[config.mk]
export PLATFORM = sky130hd
export DESIGN_NAME = asm_status_regs
export DESIGN_NICKNAME = d
export VERILOG_FILES = /design/src/core/asm_pkg.sv /design/src/core/asm_stat_if.sv /design/src/core/asm_capture.sv /design/src/core/asm_rate_select.sv /design/src/core/asm_status_regs.sv
export SDC_FILE = /design/constraint.sdc
export NUM_CORES = 1
export LEC_CHECK = 0
export BUFFER_PORTS_ARGS = -buffer_cell sky130_fd_sc_hd__buf_4
export CAP_MARGIN = 0
export CORE_UTILIZATION = 50
export CTS_BUF_LIST = sky130_fd_sc_hd__clkbuf_4
export DETAILED_ROUTE_END_ITERATION = 8
export PLACE_DENSITY = 0.75
export REMOVE_ABC_BUFFERS = 1
export SLEW_MARGIN = 0
export SYNTH_ARGS = -nofsm -noshare
export SYNTH_HDL_FRONTEND = slang
export SYNTH_SLANG_ARGS = --single-unit
export TNS_END_PERCENT = 100
[constraint.sdc]
create_clock -name clk -period 1.8 [get_ports clk]
set_input_delay 0.18 -clock clk [delete_from_list [all_inputs] [get_ports clk]]
set_output_delay 0.18 -clock clk [all_outputs]
set_load 0.005 [all_outputs]
[src/core/asm_pkg.sv]
package asm_pkg;

    // ------------------------------------------------------------
    // Register offsets
    // ------------------------------------------------------------
    localparam logic [7:0] ASM_OFS_RIGHT_DIFF_MAG = 8'h6F;
    localparam logic [7:0] ASM_OFS_RIGHT_OFFSET = 8'h71;
    localparam logic [7:0] ASM_OFS_MUTE_LEVEL = 8'h72;
    localparam logic [7:0] ASM_OFS_RATE_MODE = 8'h73;
    localparam logic [7:0] ASM_OFS_BOOT_POWER = 8'h76;
    localparam logic [7:0] ASM_OFS_PIN_LEVEL = 8'h77;

    // ------------------------------------------------------------
    // Field positions and widths
    // ------------------------------------------------------------
    localparam int ASM_SIGN_BIT = 7;
    localparam int ASM_CM_MAG_W = 5;
    localparam int ASM_DIFF_MAG_W = 8;
    localparam int ASM_MUTE_CODE_W = 2;
    localparam int ASM_RATE_W = 3;
    localparam int ASM_BOOT_BIT = 7;
    localparam int ASM_PSTATE_W = 4;
    localparam int ASM_GPIO2_BIT = 5;
    localparam int ASM_MUTE_PIN_BIT = 4;
    localparam int ASM_GPIO0_BIT = 3;

    // Writable reserved fields: masks within each register other than 0x6F
    localparam logic [7:0] ASM_RSV_MASK_RIGHT_OFFSET = 8'h60;
    localparam logic [7:0] ASM_RSV_MASK_MUTE_LEVEL = 8'hFC;
    localparam logic [7:0] ASM_RSV_MASK_RATE_MODE = 8'hF8;
    localparam logic [7:0] ASM_RSV_MASK_BOOT_POWER = 8'h70;
    localparam logic [7:0] ASM_RSV_MASK_PIN_LEVEL = 8'hC0;

    // ------------------------------------------------------------
    // Reset values
    // ------------------------------------------------------------
    localparam logic [7:0] ASM_RSV_RESET = 8'h00;
    localparam logic [7:0] ASM_RDATA_RESET = 8'h00;
    localparam logic [7:0] ASM_UNMAPPED_DATA = 8'h00;

    // ------------------------------------------------------------
    // Mute level decoder codes
    // ------------------------------------------------------------
    localparam logic [1:0] ASM_MUTE_HIGH = 2'h3;
    localparam logic [1:0] ASM_MUTE_MID = 2'h1;
    localparam logic [1:0] ASM_MUTE_LOW = 2'h0;

    // ------------------------------------------------------------
    // Rate mode codes
    // ------------------------------------------------------------
    localparam logic [2:0] ASM_RATE_AUTO_ERROR = 3'h0;
    localparam logic [2:0] ASM_RATE_AUTO_RSVD = 3'h7;
    localparam logic [2:0] ASM_RATE_REG_RSVD = 3'h0;
    localparam logic [2:0] ASM_RATE_REG_32K = 3'h7;

    // ------------------------------------------------------------
    // Power sequencing codes
    // ------------------------------------------------------------
    localparam logic [3:0] ASM_PS_POWERDOWN = 4'h0;
    localparam logic [3:0] ASM_PS_WAIT_CP = 4'h1;
    localparam logic [3:0] ASM_PS_CM_CAL = 4'h2;
    localparam logic [3:0] ASM_PS_DIFF_CAL = 4'h3;
    localparam logic [3:0] ASM_PS_RAMP_UP = 4'h4;
    localparam logic [3:0] ASM_PS_RUN = 4'h5;
    localparam logic [3:0] ASM_PS_SHORT = 4'h6;
    localparam logic [3:0] ASM_PS_RAMP_DOWN = 4'h7;
    localparam logic [3:0] ASM_PS_STANDBY = 4'h8;

    // Register access sequencer, one-hot
    typedef enum logic [1:0] {
        ASM_ACC_IDLE = 2'b01,
        ASM_ACC_ANSWER = 2'b10
    } asm_acc_e;

endpackage

[src/core/asm_stat_if.sv]
`timescale 1ns/1ps
// Sampled monitor values passed from the capture stages to the register file
interface asm_stat_if;
    logic right_offset_sign;
    logic [7:0] right_diff_offset_mag;
    logic [4:0] right_cm_offset_mag;
    logic [1:0] mute_level_code;
    logic [2:0] rate_mode_monitor;
    logic rate_mode_fault;
    logic boot_done_flag;
    logic [3:0] power_seq_state;
    logic gpio_two_level;
    logic mute_pin;
    logic gpio_zero_level;

    modport capture (
        output right_offset_sign, right_diff_offset_mag, right_cm_offset_mag,
        output mute_level_code, boot_done_flag, power_seq_state,
        output gpio_two_level, mute_pin, gpio_zero_level
    );
    modport rate (
        output rate_mode_monitor, rate_mode_fault
    );
    modport regs (
        input right_offset_sign, right_diff_offset_mag, right_cm_offset_mag,
        input mute_level_code, rate_mode_monitor, rate_mode_fault,
        input boot_done_flag, power_seq_state,
        input gpio_two_level, mute_pin, gpio_zero_level
    );
endinterface

[src/core/asm_capture.sv]
`timescale 1ns/1ps
module asm_capture
    import asm_pkg::*;
(
    input wire logic clk,
    input wire logic rst_n,
    input wire logic in_right_offset_sign,
    input wire logic [7:0] in_right_diff_offset_mag,
    input wire logic [4:0] in_right_cm_offset_mag,
    input wire logic [1:0] in_mute_level_code,
    input wire logic in_boot_done_flag,
    input wire logic [3:0] in_power_seq_state,
    input wire logic in_gpio_two_level,
    input wire logic in_mute_pin,
    input wire logic in_gpio_zero_level,
    asm_stat_if.capture stat
);

    typedef struct packed {
        logic sign;
        logic [7:0] diff_mag;
        logic [4:0] cm_mag;
        logic [1:0] mute_code;
        logic boot;
        logic [3:0] pstate;
        logic gpio2;
        logic mute;
        logic gpio0;
    } asm_cap_s;

    asm_cap_s st;
    asm_cap_s next_st;

    // ------------------------------------------------------------
    // Sampling of the internal monitor sources
    // ------------------------------------------------------------
    always_comb begin
        next_st = st;
        next_st.sign = in_right_offset_sign;
        next_st.diff_mag = in_right_diff_offset_mag;
        next_st.cm_mag = in_right_cm_offset_mag;
        next_st.mute_code = in_mute_level_code;
        next_st.boot = in_boot_done_flag;
        next_st.pstate = in_power_seq_state;
        next_st.gpio2 = in_gpio_two_level;
        next_st.mute = in_mute_pin;
        next_st.gpio0 = in_gpio_zero_level;
    end

    // Reset shows powerdown, booting, all levels low
    always_ff @(posedge clk) begin
        if (!rst_n) begin
            st <= '0;
        end else begin
            st <= next_st;
        end
    end

    assign stat.right_offset_sign = st.sign;
    assign stat.right_diff_offset_mag = st.diff_mag;
    assign stat.right_cm_offset_mag = st.cm_mag;
    assign stat.mute_level_code = st.mute_code;
    assign stat.boot_done_flag = st.boot;
    assign stat.power_seq_state = st.pstate;
    assign stat.gpio_two_level = st.gpio2;
    assign stat.mute_pin = st.mute;
    assign stat.gpio_zero_level = st.gpio0;

endmodule

[src/core/asm_rate_select.sv]
`timescale 1ns/1ps
module asm_rate_select
    import asm_pkg::*;
(
    input wire logic clk,
    input wire logic rst_n,
    input wire logic clock_auto_set_en,
    input wire logic [2:0] auto_rate_mode,
    input wire logic [2:0] reg_rate_mode,
    asm_stat_if.rate stat
);

    typedef struct packed {
        logic [2:0] mode;
        logic fault;
    } asm_rate_s;

    asm_rate_s st;
    asm_rate_s next_st;

    // ------------------------------------------------------------
    // Source choice and invalid-code flag
    // ------------------------------------------------------------
    always_comb begin
        next_st = st;
        if (clock_auto_set_en) begin
            next_st.mode = auto_rate_mode;
            next_st.fault = (auto_rate_mode == ASM_RATE_AUTO_ERROR) ||
                            (auto_rate_mode == ASM_RATE_AUTO_RSVD);
        end else begin
            next_st.mode = reg_rate_mode;
            next_st.fault = (reg_rate_mode == ASM_RATE_REG_RSVD);
        end
    end

    always_ff @(posedge clk) begin
        if (!rst_n) begin
            st <= '0;
        end else begin
            st <= next_st;
        end
    end

    assign stat.rate_mode_monitor = st.mode;
    assign stat.rate_mode_fault = st.fault;

endmodule

[src/core/asm_status_regs.sv]
`timescale 1ns/1ps
// Functional notes
// - Right offset register bit 7 reads pre-calibration offset polarity, 1 positive.
// - Right offset register bits 4-0 read common-feedback compensator final code.
// - Mute level register bits 1-0 read mute pin decoder band: 11, 01, 00.
// - Rate monitor shows detected mode when auto-set on, register mode otherwise.
// - Auto-set rate encoding; 000 means error and 111 is reserved.
// - Register-set rate encoding; 000 reserved, 111 means 32 kHz.
// - Boot/power register bit 7 reads 1 once processor boot completed.
// - Boot/power register bits 3-0 read the power sequencing state code.
// - Right offset magnitude readable as differential compensator code at 0x6F.
// - Pin level register bits 5,4,3 read GPIO2, mute pin, GPIO0 levels.
module asm_status_regs
    import asm_pkg::*;
(
    input wire logic clk,
    input wire logic rst_n,
    input wire logic [7:0] reg_addr,
    input wire logic [7:0] reg_wdata,
    input wire logic reg_wr,
    input wire logic reg_rd,
    output logic reg_ready,
    output logic [7:0] reg_rdata,
    output logic reg_rvalid,
    input wire logic right_offset_sign,
    input wire logic [7:0] right_diff_offset_mag,
    input wire logic [4:0] right_cm_offset_mag,
    input wire logic [1:0] mute_level_code,
    input wire logic clock_auto_set_en,
    input wire logic [2:0] auto_rate_mode,
    input wire logic [2:0] reg_rate_mode,
    input wire logic boot_done_flag,
    input wire logic [3:0] power_seq_state,
    input wire logic gpio_two_level,
    input wire logic mute_pin,
    input wire logic gpio_zero_level,
    output logic rate_mode_fault,
    output logic amp_running
);

    // ------------------------------------------------------------
    // State
    // ------------------------------------------------------------
    typedef struct packed {
        asm_acc_e acc;
        logic [7:0] rsv_right_offset;
        logic [7:0] rsv_mute_level;
        logic [7:0] rsv_rate_mode;
        logic [7:0] rsv_boot_power;
        logic [7:0] rsv_pin_level;
        logic [7:0] rdata;
        logic rvalid;
        logic running;
    } asm_regs_s;

    asm_regs_s st;
    asm_regs_s next_st;
    logic [7:0] read_word;

    asm_stat_if stat ();

    // ------------------------------------------------------------
    // Capture stages
    // ------------------------------------------------------------
    // Registered copies of the internal monitor sources
    asm_capture u_capture (
        .clk(clk),
        .rst_n(rst_n),
        .in_right_offset_sign(right_offset_sign),
        .in_right_diff_offset_mag(right_diff_offset_mag),
        .in_right_cm_offset_mag(right_cm_offset_mag),
        .in_mute_level_code(mute_level_code),
        .in_boot_done_flag(boot_done_flag),
        .in_power_seq_state(power_seq_state),
        .in_gpio_two_level(gpio_two_level),
        .in_mute_pin(mute_pin),
        .in_gpio_zero_level(gpio_zero_level),
        .stat(stat.capture)
    );

    // Rate mode source selection
    asm_rate_select u_rate (
        .clk(clk),
        .rst_n(rst_n),
        .clock_auto_set_en(clock_auto_set_en),
        .auto_rate_mode(auto_rate_mode),
        .reg_rate_mode(reg_rate_mode),
        .stat(stat.rate)
    );

    // ------------------------------------------------------------
    // Read multiplexer
    // ------------------------------------------------------------
    // Monitor bits come from the capture stages, reserved bits from storage
    always_comb begin
        read_word = ASM_UNMAPPED_DATA;
        case (reg_addr)
            ASM_OFS_RIGHT_DIFF_MAG: begin
                read_word = stat.right_diff_offset_mag;
            end
            ASM_OFS_RIGHT_OFFSET: begin
                read_word = st.rsv_right_offset & ASM_RSV_MASK_RIGHT_OFFSET;
                read_word[ASM_SIGN_BIT] = stat.right_offset_sign;
                read_word[ASM_CM_MAG_W-1:0] = stat.right_cm_offset_mag;
            end
            ASM_OFS_MUTE_LEVEL: begin
                read_word = st.rsv_mute_level & ASM_RSV_MASK_MUTE_LEVEL;
                read_word[ASM_MUTE_CODE_W-1:0] = stat.mute_level_code;
            end
            ASM_OFS_RATE_MODE: begin
                read_word = st.rsv_rate_mode & ASM_RSV_MASK_RATE_MODE;
                read_word[ASM_RATE_W-1:0] = stat.rate_mode_monitor;
            end
            ASM_OFS_BOOT_POWER: begin
                read_word = st.rsv_boot_power & ASM_RSV_MASK_BOOT_POWER;
                read_word[ASM_BOOT_BIT] = stat.boot_done_flag;
                read_word[ASM_PSTATE_W-1:0] = stat.power_seq_state;
            end
            ASM_OFS_PIN_LEVEL: begin
                read_word = st.rsv_pin_level & ASM_RSV_MASK_PIN_LEVEL;
                read_word[ASM_GPIO2_BIT] = stat.gpio_two_level;
                read_word[ASM_MUTE_PIN_BIT] = stat.mute_pin;
                read_word[ASM_GPIO0_BIT] = stat.gpio_zero_level;
            end
            default: begin
                read_word = ASM_UNMAPPED_DATA;
            end
        endcase
    end

    // ------------------------------------------------------------
    // Access sequencer and reserved storage
    // ------------------------------------------------------------
    // A request is taken in IDLE; the answer cycle then returns to IDLE
    always_comb begin
        next_st = st;
        next_st.rvalid = 1'b0;
        next_st.running = (stat.power_seq_state == ASM_PS_RUN);
        case (st.acc)
            ASM_ACC_IDLE: begin
                if (reg_rd) begin
                    next_st.rdata = read_word;
                    next_st.rvalid = 1'b1;
                    next_st.acc = ASM_ACC_ANSWER;
                end else if (reg_wr) begin
                    // Only reserved bits take the write; monitor bits are untouched
                    case (reg_addr)
                        ASM_OFS_RIGHT_OFFSET: begin
                            next_st.rsv_right_offset =
                                reg_wdata & ASM_RSV_MASK_RIGHT_OFFSET;
                        end
                        ASM_OFS_MUTE_LEVEL: begin
                            next_st.rsv_mute_level =
                                reg_wdata & ASM_RSV_MASK_MUTE_LEVEL;
                        end
                        ASM_OFS_RATE_MODE: begin
                            next_st.rsv_rate_mode =
                                reg_wdata & ASM_RSV_MASK_RATE_MODE;
                        end
                        ASM_OFS_BOOT_POWER: begin
                            next_st.rsv_boot_power =
                                reg_wdata & ASM_RSV_MASK_BOOT_POWER;
                        end
                        ASM_OFS_PIN_LEVEL: begin
                            next_st.rsv_pin_level =
                                reg_wdata & ASM_RSV_MASK_PIN_LEVEL;
                        end
                        default: begin
                            next_st.acc = ASM_ACC_IDLE;
                        end
                    endcase
                    next_st.acc = ASM_ACC_ANSWER;
                end
            end
            ASM_ACC_ANSWER: begin
                next_st.acc = ASM_ACC_IDLE;
            end
            default: begin
                next_st.acc = ASM_ACC_IDLE;
            end
        endcase
    end

    // State register
    always_ff @(posedge clk) begin
        if (!rst_n) begin
            st.acc <= ASM_ACC_IDLE;
            st.rsv_right_offset <= ASM_RSV_RESET;
            st.rsv_mute_level <= ASM_RSV_RESET;
            st.rsv_rate_mode <= ASM_RSV_RESET;
            st.rsv_boot_power <= ASM_RSV_RESET;
            st.rsv_pin_level <= ASM_RSV_RESET;
            st.rdata <= ASM_RDATA_RESET;
            st.rvalid <= 1'b0;
            st.running <= 1'b0;
        end else begin
            st <= next_st;
        end
    end

    // ------------------------------------------------------------
    // Outputs
    // ------------------------------------------------------------
    assign reg_ready = (st.acc == ASM_ACC_IDLE); // Requests taken only in IDLE
    assign reg_rdata = st.rdata;
    assign reg_rvalid = st.rvalid;
    assign rate_mode_fault = stat.rate_mode_fault;
    assign amp_running = st.running;

endmodule

==> impl_metrics.py <==
metrics = {
    "critical_path": {
        "worst-r2r-cell-count": 4,
        "worst-endpoint-arrival_ns": 1.71,
        "worstPathCellList": "and4bb_2 > nand4_2 > mux2i_1 > nor2_1",
        "data_required_time_of_the_critical_path_ns": 2.09,
        "timing.reg2reg.setup_slack_ns": 0.38,
        "critical-path-max-stage-delay_ns": 0.38,
        "setup.worst_path.end_class": "register",
        "critPathSlowestCell": "and4bb_2",
        "critical_path.max_fanout": 5,
        "worst_r2r_endpoint": "st[29]",
        "cp-start-kind": "register",
        "critical-path-top-delay-family": "simple AND/OR/NAND/NOR gates",
        "crit-reg2reg-launch": "st[51]",
        "cp.buffers_inverters": 0,
        "worst-setup-path-type": "register to register",
    },
    "power": {
        "leakage_uw": 0.00154,
        "power.total_uw": 2620,
        "irDropWorstVdd_v": 0.000491,
        "cellPowerDensity_nw_per_um2": 778,
    },
    "grt": {
        "grt_max_degree": 27,
        "antenna_violations_before_repair": 0,
        "grt_first_pass_wirelength_um": 9650,
        "globalRouteTotalUtil_pct": 24.7,
        "first_global_vias": 2093,
        "grt_overflow": 0,
    },
    "logic_synthesis": {
        "asyncSetResetFlopFracSynth_pct": 0,
        "yosysWarningCount": 0,
        "synth_ff_type": "dfxtp_1",
        "mappedNetlistArea_um2": 2560,
        "synth_seq_area_share_pct": 45.3,
        "number_of_different_library_cells_in_the_post_synthesis_netlist": 50,
        "postSynthRegisterBits": 58,
        "synth_edf_count": 0,
        "syn_area_per_cell_um2": 10.2,
        "syn_inst": 252,
    },
    "timing": {
        "fin_worst_skew_ns": 0.0116,
        "hold_viol": 0,
        "fin_hold_ws_ns": 0.00897,
        "rsz0062_at_grt": "false",
        "setup_tns_ns": 0,
        "worst_pin_slew_ns": 0.338,
        "final_period_minus_worst_setup_slack_ns": 1.42,
        "drv_slew": 0,
        "slew_headroom_pct": 77.1,
        "max_freq_mhz": 704,
        "setup_viol_count_final": 0,
        "fin_ws_ns": 0.379,
        "post-route-period-util_pct": 79.0,
    },
    "clock_tree": {
        "cts_setup_buffers": 0,
        "clock_sink_count": 58,
        "cts-root-buf": "clkbuf_4",
        "numCtsBuffers": 9,
        "cts-hold-fix-buffers": 24,
        "cts_tree": "yes",
        "cts_max_path_buffers": 2,
        "postCtsResizedCells": 0,
        "clkTransAtPathRegs_ns": 0.09,
        "clock_latency_ns": 0.41,
        "clock_tree.htree_level_count": 3,
    },
    "finish": {
        "leading_cell_type_in_the_layout_fill_and_taps_excluded": "buf_4",
        "diodes": 0,
        "layout.nets": 383,
        "finish.utilization_pct": 69.9,
        "synthToLayoutAreaGrowth_pct": 31.3,
        "final_layout_size_suffix_gt1_share_pct": 30.0,
        "most_frequent_cells_in_the_layout": "buf_4 (69), dfxtp_1 (58), mux2i_1 (27), and2_1 (25), dlygate4sd3_1 (24)",
    },
    "floorplan": {
        "initial_utilization_pct": 53.2,
        "dieWidth_um": 73.6,
        "num_io_pins": 63,
        "design.die.area_um2": 5420,
        "design.core.area_um2": 4820,
        "die_height_um": 73.6,
        "floorplan.rows": 25,
    },
    "drt": {
        "vias_per_cell": 5.23,
        "wl_met1_um": 2820,
        "topRoutingLayerUsed": "met4",
        "number_of_search_and_repair_iterations_in_the_first_detailed_routing_pass": 4,
        "drcViolationCount": 0,
        "antenna_violating_nets_remaining": 0,
        "via_count": 2113,
        "met2WireLength_um": 2950,
        "drt-wirelength-per-cell_um": 15.1,
        "drt_first_iter_violations": 99,
        "totalWireLength_um": 6100,
        "route.met3.wl_um": 270,
    },
    "outcome": {
        "run_status": "finished clean",
    },
    "placement": {
        "port_buffers": 60,
        "dp.final_hpwl_um": 4160,
        "post-place-ws_ns": 0.288,
        "gpl.final_weighted_congestion": 0.844,
    },
    "job": {
        "maxCapViolations": 0,
    },
    "worst_hold_path": {
        "whs_path_depth": 2,
        "hold_path_startpoint": "reg_wr",
        "hold_path_end": "st[50]",
        "hold_path.class": "input pin to register",
    },
}
[layer usage]
metal / vias up / GRT usage [%]
li1: 1053 / -
met1: 993 / 30.7
met2: 59 / 40.5
met3: 8 / 5.21
met4: 0 / 12.6
met5: - / 0
[cell type report]
cell class / count / area [um^2]
tap: 67 / 83.8
fill: 405 / 1450
sequential: 58 / 1160
timing repair buffer: 93 / 758
multi-input combinational: 168 / 1220
clock inverter: 3 / 40.0
clock buffer: 13 / 97.6
inverter: 2 / 7.51
[state kept, by name, indices dropped and copies added, names as in the netlist]
| register | cells |
|---|---|
| st | 20 |
| reg_rdata | 8 |
| u_capture.stat.right_diff_offset_mag | 8 |
| u_capture.stat.right_cm_offset_mag | 5 |
| u_capture.stat.power_seq_state | 4 |
| u_rate.stat.rate_mode_monitor | 3 |
| u_capture.stat.mute_level_code | 2 |
| amp_running | 1 |
| reg_rvalid | 1 |
| u_capture.stat.boot_done_flag | 1 |
| u_capture.stat.gpio_two_level | 1 |
| u_capture.stat.gpio_zero_level | 1 |
| u_capture.stat.mute_pin | 1 |
| u_capture.stat.right_offset_sign | 1 |
| u_rate.stat.rate_mode_fault | 1 |
[cells in the mapped netlist (2+ instances only)]
library cell  count  area (um^2)
and2b_2           2         17.5
a21oi_1           4         20.0
and2_1           25          156
buf_4             9         67.6
nor4bb_1          2         20.0
nand3_1           7         35.0
o21ai_0           8         40.0
a31oi_1           7         43.8
a22oi_1           3         22.5
nor3b_1           4         30.0
o22ai_1           2         12.5
mux2_2            2         22.5
nor3_1            4         20.0
clkbuf_1          8         30.0
mux2i_1          27          270
a21boi_0          3         22.5
dfxtp_1          58         1160
nor2_1           18         67.6
nand3b_1          3         22.5
clkbuf_2          2         10.0
and3_1            3         18.8
nand2_1           4         15.0
and4bb_2          2         25.0
nor2b_1           9         56.3
buf_6             2         22.5
a22o_1            7         61.3
and3_2            3         22.5
clkbuf_8          2         27.5
[metrics by stage]
stage               std cells  area [um^2]
floorplan                 228         2390
CTS                       404         3370
global route              404         3370
detailed placement        364         2990
global placement          364         2990
finish                    404         3370
[power by group]
group | internal [uW] | switching [uW]
Clock | 483 | 463
Sequential | 1330 | 17.7
Combinational | 188 | 137
[worst max path at each step]
stage / start / to / depth (start not counted)
floorplan: reg_addr[1] / st[24] / 4
global placement: reg_addr[1] / st[37] / 6
detailed placement: reg_addr[1] / st[37] / 6
CTS: st[51] / st[29] / 4
global route: st[51] / st[30] / 4
finish: st[51] / st[29] / 4
[kinds of logic (layout without fill, tap and decap cells)]
| logic type | after synthesis | after routing | synth area share (%) |
|---|---|---|---|
| AOI/OAI and AO/OA | 41 | 41 | 11.1 |
| muxes | 30 | 30 | 12.4 |
| and+or+nand+nor | 97 | 97 | 23.9 |
| buffers and inverters | 26 | 111 | 7.22 |
| DFF | 58 | 58 | 45.3 |
[worst register-to-register path, cell delays in order, from the launching register on]
cell and delay, ns:
dfxtp_1 0.32, and4bb_2 0.38, nand4_2 0.31, mux2i_1 0.24, nor2_1 0.06
Power figures use the tool's default switching activity.
